$ cat config.mk
export PLATFORM = sky130hd
export DESIGN_NAME = intf_desc_rom
export DESIGN_NICKNAME = d
export VERILOG_FILES = /design/src/design/intf_desc_pkg.sv /design/src/design/intf_desc_rom.sv
export SDC_FILE = /design/constraint.sdc
export NUM_CORES = 1
export LEC_CHECK = 0
export CORE_MARGIN = 5
export CORE_UTILIZATION = 40
export DETAILED_ROUTE_END_ITERATION = 16
export DONT_BUFFER_PORTS = 1
export HOLD_SLACK_MARGIN = 0.06
export MAX_ROUTING_LAYER = met4
export SETUP_SLACK_MARGIN = 0.1
export SLEW_MARGIN = 10
export SYNTH_ARGS = -nofsm -noshare
export SYNTH_HDL_FRONTEND = slang
export SYNTH_SLANG_ARGS = --single-unit
$ cat constraint.sdc
create_clock -name clk -period 1.81 [get_ports clk]
set_input_delay 0.362 -clock clk [delete_from_list [all_inputs] [get_ports clk]]
set_output_delay 0.362 -clock clk [all_outputs]
set_load 0.01 [all_outputs]
$ cat src/design/intf_desc_pkg.sv
/*
  Constants for the interface descriptor ROM: byte offsets, fixed field
  values, class codes and the descriptor type codes used in sequencing.
  Assumes nothing of its surroundings; imported by the ROM module.
*/
package intf_desc_pkg;

  // =========================================================
  // Byte offsets of the nine-byte interface descriptor
  localparam logic [3:0] OFS_LENGTH    = 4'h0;
  localparam logic [3:0] OFS_TYPE      = 4'h1;
  localparam logic [3:0] OFS_IFC_NUM   = 4'h2;
  localparam logic [3:0] OFS_ALT_SET   = 4'h3;
  localparam logic [3:0] OFS_NUM_EP    = 4'h4;
  localparam logic [3:0] OFS_CLASS     = 4'h5;
  localparam logic [3:0] OFS_SUBCLASS  = 4'h6;
  localparam logic [3:0] OFS_PROTOCOL  = 4'h7;
  localparam logic [3:0] OFS_STR_IDX   = 4'h8;
  localparam logic [3:0] LAST_OFS      = 4'h8;

  // =========================================================
  // Fixed field values and codes
  localparam logic [7:0] DESC_LEN      = 8'h09;
  localparam logic [7:0] TYPE_IFC      = 8'h04;
  localparam logic [7:0] TYPE_CONFIG   = 8'h02;
  localparam logic [7:0] CODE_RESERVED = 8'h00;
  localparam logic [7:0] CODE_VENDOR   = 8'hFF;
  localparam logic [7:0] ALT_DEFAULT   = 8'h00;

  // Reset values of the output registers
  localparam logic [7:0] RST_BYTE      = 8'h00;
  localparam logic [3:0] RST_OFS       = 4'h0;

  // Sequencer states
  typedef enum logic [1:0] {
    ST_IDLE = 2'b00,
    ST_SEND = 2'b01,
    ST_DONE = 2'b10
  } seq_state_t;

endpackage

$ cat src/design/intf_desc_rom.sv
/*
  Interface descriptor source. On a request that names a configuration
  fetch, streams the nine descriptor bytes in order, one per cycle, then
  raises a done pulse so the endpoint descriptors can follow directly.
  A direct request for this descriptor on its own is answered by a one
  cycle refusal pulse and no bytes. A handful of registered flags tell the
  host-facing logic whether the class and protocol codes are reserved or
  vendor-specific, and whether the default alternate setting is selected.
  Assumes a request decoder upstream, field values held stable by the
  configuration logic, and a consumer that accepts one byte per cycle.
  A start that arrives while a stream or its done cycle is under way is
  dropped, not queued; the requester must wait for the done pulse.
  Everything runs in the one core clock domain with a synchronous reset.
*/
`timescale 1ns/1ps

module intf_desc_rom (
  input  wire logic                     clk,
  input  wire logic                     reset,
  input  wire logic                     start,
  input  wire logic [7:0]               req_type,
  input  wire logic [7:0]               ifc_num,
  input  wire logic [7:0]               alt_set,
  input  wire logic [7:0]               num_ep,
  input  wire logic [7:0]               ifc_class,
  input  wire logic [7:0]               ifc_subclass,
  input  wire logic [7:0]               ifc_protocol,
  input  wire logic [7:0]               str_idx,
  output logic      [7:0]               byte_out_ff,
  output logic      [3:0]               byte_ofs_ff,
  output logic                          byte_valid_ff,
  output logic                          desc_done_ff,
  output logic                          req_reject_ff,
  output logic                          is_default_ff,
  output logic                          class_vendor_ff,
  output logic                          class_reserved_ff,
  output logic                          proto_none_ff,
  output logic                          proto_vendor_ff
);
  import intf_desc_pkg::*;

  seq_state_t state_ff;
  seq_state_t nxt_state;
  logic [3:0] ofs_ff;
  logic [7:0] nxt_byte;

  // =========================================================
  // Field selection by offset
  function automatic logic [7:0] field_at(input logic [3:0] ofs);
    logic [7:0] v;
    v = RST_BYTE;
    case (ofs)
      OFS_LENGTH:   v = DESC_LEN;
      OFS_TYPE:     v = TYPE_IFC;
      OFS_IFC_NUM:  v = ifc_num;
      OFS_ALT_SET:  v = alt_set;
      OFS_NUM_EP:   v = num_ep;
      OFS_CLASS:    v = ifc_class;
      // Reserved class leaves no room for a subclass meaning
      OFS_SUBCLASS: v = (ifc_class == CODE_RESERVED) ? CODE_RESERVED
                                                     : ifc_subclass;
      OFS_PROTOCOL: v = ifc_protocol;
      OFS_STR_IDX:  v = str_idx;
      default:      v = RST_BYTE;
    endcase
    return v;
  endfunction

  // Process rather than a continuous assignment: the function reads the
  // field inputs directly, and a process also wakes when those change
  always_comb begin
    nxt_byte = field_at(ofs_ff);
  end

  // =========================================================
  // Byte-wide code match, shared by the sequencer, the request filter and
  // the classification flags so their code comparisons read the same way
  function automatic logic code_is(input logic [7:0] value,
                                   input logic [7:0] code);
    return (value == code);
  endfunction

  // =========================================================
  // Sequencer: only a configuration fetch starts a stream
  always_comb begin
    nxt_state = state_ff;
    case (state_ff)
      ST_IDLE: begin
        if (start && code_is(req_type, TYPE_CONFIG)) begin
          nxt_state = ST_SEND;
        end
      end
      ST_SEND: begin
        if (ofs_ff == LAST_OFS) begin
          nxt_state = ST_DONE;
        end
      end
      // One spare cycle: a start here is dropped, so the done pulse never
      // overlaps the first byte of a following stream
      ST_DONE: nxt_state = ST_IDLE;
      default: nxt_state = ST_IDLE;
    endcase
  end

  always_ff @(posedge clk) begin
    if (reset) begin
      state_ff <= ST_IDLE;
    end else begin
      state_ff <= nxt_state;
    end
  end

  // Offset counter walks 0..8 while sending
  always_ff @(posedge clk) begin
    if (reset) begin
      ofs_ff <= RST_OFS;
    end else if (state_ff == ST_SEND) begin
      ofs_ff <= (ofs_ff == LAST_OFS) ? RST_OFS : ofs_ff + 4'h1;
    end else begin
      ofs_ff <= RST_OFS;
    end
  end

  // =========================================================
  // Byte stream outputs, registered one cycle behind the offset
  always_ff @(posedge clk) begin
    if (reset) begin
      byte_out_ff   <= RST_BYTE;
      byte_ofs_ff   <= RST_OFS;
      byte_valid_ff <= 1'b0;
    end else if (state_ff == ST_SEND) begin
      byte_out_ff   <= nxt_byte;
      byte_ofs_ff   <= ofs_ff;
      byte_valid_ff <= 1'b1;
    end else begin
      byte_out_ff   <= RST_BYTE;
      byte_ofs_ff   <= RST_OFS;
      byte_valid_ff <= 1'b0;
    end
  end

  // Done pulse on the cycle after the last byte: endpoint list may follow
  always_ff @(posedge clk) begin
    if (reset) begin
      desc_done_ff <= 1'b0;
    end else begin
      desc_done_ff <= (state_ff == ST_DONE);
    end
  end

  // Direct request for this descriptor alone is refused, not served
  always_ff @(posedge clk) begin
    if (reset) begin
      req_reject_ff <= 1'b0;
    end else begin
      req_reject_ff <= start && state_ff == ST_IDLE
                       && code_is(req_type, TYPE_IFC);
    end
  end

  // =========================================================
  // Field classification flags, level outputs for the host-facing logic.
  // Registered, so they trail a field change by one cycle; the host side
  // must not read them in the cycle in which it rewrites a field.

  // Alternate setting zero is the default one
  always_ff @(posedge clk) begin
    if (reset) begin
      is_default_ff <= 1'b0;
    end else begin
      is_default_ff <= code_is(alt_set, ALT_DEFAULT);
    end
  end

  // Vendor class: the subclass then carries a vendor meaning
  always_ff @(posedge clk) begin
    if (reset) begin
      class_vendor_ff <= 1'b0;
    end else begin
      class_vendor_ff <= code_is(ifc_class, CODE_VENDOR);
    end
  end

  // Class zero is held back for future use
  always_ff @(posedge clk) begin
    if (reset) begin
      class_reserved_ff <= 1'b0;
    end else begin
      class_reserved_ff <= code_is(ifc_class, CODE_RESERVED);
    end
  end

  // Protocol zero: no class-specific protocol on this interface
  always_ff @(posedge clk) begin
    if (reset) begin
      proto_none_ff <= 1'b0;
    end else begin
      proto_none_ff <= code_is(ifc_protocol, CODE_RESERVED);
    end
  end

  // Vendor protocol code
  always_ff @(posedge clk) begin
    if (reset) begin
      proto_vendor_ff <= 1'b0;
    end else begin
      proto_vendor_ff <= code_is(ifc_protocol, CODE_VENDOR);
    end
  end

endmodule

==> flow_summary_export.csv <==
group,metric,value,unit
grt,antenna_found_initial,0,
sta,hold_viol_final,0,
sta,rsz0062_at_grt,"no",
sta,fin_crit_sh,86.57,%
sta,setup_viol,0,
sta,relSlewSlack,71.32,%
power_and_ir_drop,leakagePower,0.5608,nW
final_layout,syn_to_final_growth,8.569,%
placement,portBuffers,0,
worst_setup_path,cp_data_arrival_time,1.81,ns
placement,gp_congestion,0.8122,
yosys,netlist_instances,161,
die,core.rowCount,21,
worst_setup_path,r2r_cells,5,
flow_run,maxCapViolCount,0,
power_and_ir_drop,ir_drop,0.0002502,V
grt,grt_pass1_wl,6423,um
detailed_routing,m1WireLength,1525,um
worst_setup_path,crit_fanout,10,
clocking,cts_sinks,26,
grt,grt_util_all_layers,17.26,%
sta,maxSlewViolCount,0,
yosys,netlist_area,0.001416,mm^2
die,die_w,69.51,um
worst_setup_path,critPathLaunchType,"flop",
grt,overflow,0,
detailed_routing,routed-wl-met2,2145,um
sta,post-route-min-period,1.567,ns
clocking,cts_tree,"done",
yosys,synth_cell_types,38,
detailed_routing,wl_per_cell,19.80,um
final_layout,layout_common_cells,"25 x dfxtp_1, 19 x nand2_1, 12 x nor2_1, 12 x a21oi_1, 10 x o21ai_0",
clocking,cts_max_level,1,
yosys,synth.top_cells.by_area,"dfxtp_1 37%, nand2_1 5.0%, a22o_1 4.9%",
die,initial_core_util,41.79,%
final_layout,drive_gt1_share,13.33,%
sta,finClkSkew,0.003565,ns
sta,max_freq,0.6382,GHz
detailed_routing,drtIter0Drc,113,
worst_setup_path,rr_startpoint,"ofs_ff[1]",
yosys,ys_seq_area_share,36.75,%
die,core_area,0.003390,mm^2
final_layout,final_common_cell,"dfxtp_1",
yosys,synth_top_cell_by_area,"dfxtp_1",
status,status,"complete, no violations",
yosys,yosys_warnings,0,
detailed_routing,vias_per_cell,6.118,
sta,setup_tns,0,ns
final_layout,fill_cells,342,
detailed_routing,vias,1291,
grt,grt_max_degree,19,
detailed_routing,top_layer_used,"met4",
detailed_routing,ant_nets,0,
final_layout,finalNetCount,237,
yosys,synth_fp_nets,232,
yosys,netlist.area_leader.share,36.75,%
grt,grt_pass1_vias,1266,
clocking,clockBufferDepth,2,
final_layout,n_antenna_cell,0,
detailed_routing,drt-total-wl,4178,um
power_and_ir_drop,p_total,1.020,mW
detailed_routing,route.detailed.drc,0,
yosys,syn_area_per_cell,8.797,um^2
min_path,hold_path_class,"primary input to flop",
worst_setup_path,worstPathRequired,2.05,ns
die,dieArea,0.004831,mm^2
detailed_routing,first_pass_iters,4,
placement,dp_hpwl,3322,um
sta,tightestPinTransition,0.4296,ns
clocking,cts_made_buffers,3,
worst_setup_path,crit_start,"ofs_ff[1]",
min_path,hold_depth,1,
die,fp.dieH,69.51,um
clocking,clk_latency,0.34,ns
die,io_pins,87,
worst_setup_path,cp-end-kind,"flop",
worst_setup_path,path_class,"flop to flop",
detailed_routing,dr_wl_met3,429,um
clocking,root_buffer,"clkbuf_4",
yosys,synth-seq-cells,26,
min_path,min_from,"alt_set[2]",
power_and_ir_drop,power_density,663.2,mW/mm^2
clocking,clk_pin_slew_worst_paths,0.15,ns
## worst paths after layout
| kind | slack (ns) | to |
|---|---|---|
| max | 0.24 | byte_out_ff[4] |
| min | 0.07 | is_default_ff |
| max reg2reg | 0.24 | byte_out_ff[4] |
| min reg2reg | 0.49 | ofs_ff[0] |
## synthesized netlist by cell type
library cell  number
nand4_1            1
nor4_1             5
clkbuf_1           1
and3_1             5
nor4b_1            2
a22o_1             8
a21oi_1           12
dfxtp_1           26
buf_6              5
nand2b_1           2
xor2_1             1
a22oi_1            2
nand4b_1           1
o31ai_1            2
buf_4              2
nand3b_4           1
o21ai_1            2
and2_2             1
ha_1               4
nand2_1           19
nor2_1            12
o2bb2ai_1          1
nor4_2             2
a222oi_1           6
inv_1              2
a32oi_1            2
a21oi_4            1
o211ai_2           1
a31oi_1            2
nor3b_1            2
nor2b_4            2
xnor2_1            1
nor2_2             1
nor3_1             2
o21ai_0           10
and2_1             2
buf_2              3
nand3_1            7
## where the power goes
part           internal [mW]  switching [mW]
clock                  0.225           0.194
combinational         0.0171          0.0104
sequential             0.573        0.000385
## per-layer routing
metal | vias up | track usage (%)
met5 | - | -
met4 | 0 | 6.508
met3 | 7 | 5.797
met2 | 60 | 28.39
met1 | 613 | 19.33
li1 | 611 | -
## flip-flops by register name (all words and copies together), names as in the netlist
name,count
byte_out_ff,8
byte_ofs_ff,4
ofs_ff,4
state_ff,2
byte_valid_ff,1
class_reserved_ff,1
class_vendor_ff,1
desc_done_ff,1
is_default_ff,1
proto_none_ff,1
proto_vendor_ff,1
req_reject_ff,1
## kinds of logic after synthesis
group	share of synthesized area, %
AND/OR/NAND/NOR	27.03
AO/OA/AOI/OAI	24.56
XOR/XNOR	1.237
adder cells (fa/ha/maj)	3.534
buffers and inverters	6.889
flip-flops	36.75
## area by class of cell
| cell class | instances | area [um^2] | share of cell area [%] |
|---|---|---|---|
| flip-flops and latches | 26 | 521.8 | 33.93 |
| clock buffers | 3 | 22.52 | 1.465 |
| repair buffers | 11 | 95.09 | 6.184 |
| well taps | 46 | 57.56 | 3.743 |
| multi-input cells | 122 | 803.3 | 52.24 |
| clock inverters | 1 | 30.03 | 1.953 |
| inverters | 2 | 7.507 | 0.4882 |
## critical path, cell delays in order, from the launching register on
cell	delay, ns
dfxtp_1	0.42
inv_1	0.09
ha_2	0.25
a22o_1	0.24
a222oi_1	0.35
a21oi_1	0.10
## repair_timing
| item | in CTS | in global routing |
|---|---|---|
| pin swaps | 1 | 1 |
| buffers inserted | 1 | 0 |
| endpoints found under the setup margin | 8 | 8 |
| hold buffers | 4 | 1 |
| endpoints found under the hold margin | 4 | 1 |
| resized for setup | 0 | 3 |
## through the flow
step	area [um^2]	util [%]	cells	worst slack [ns]	hold WS [ns]
after global placement	1421	41.93	201	0.1929	0.4381
after floorplan	1416	-	161	0.3328	0.4335
after detailed placement	1421	41.93	201	0.08939	0.4408
after CTS	1521	44.89	210	0.1051	0.06019
after global routing	1538	45.37	211	0.1084	0.06241
final	1538	45.37	211	0.2431	0.07065
No activity file was read; power rests on OpenSTA's default activity.
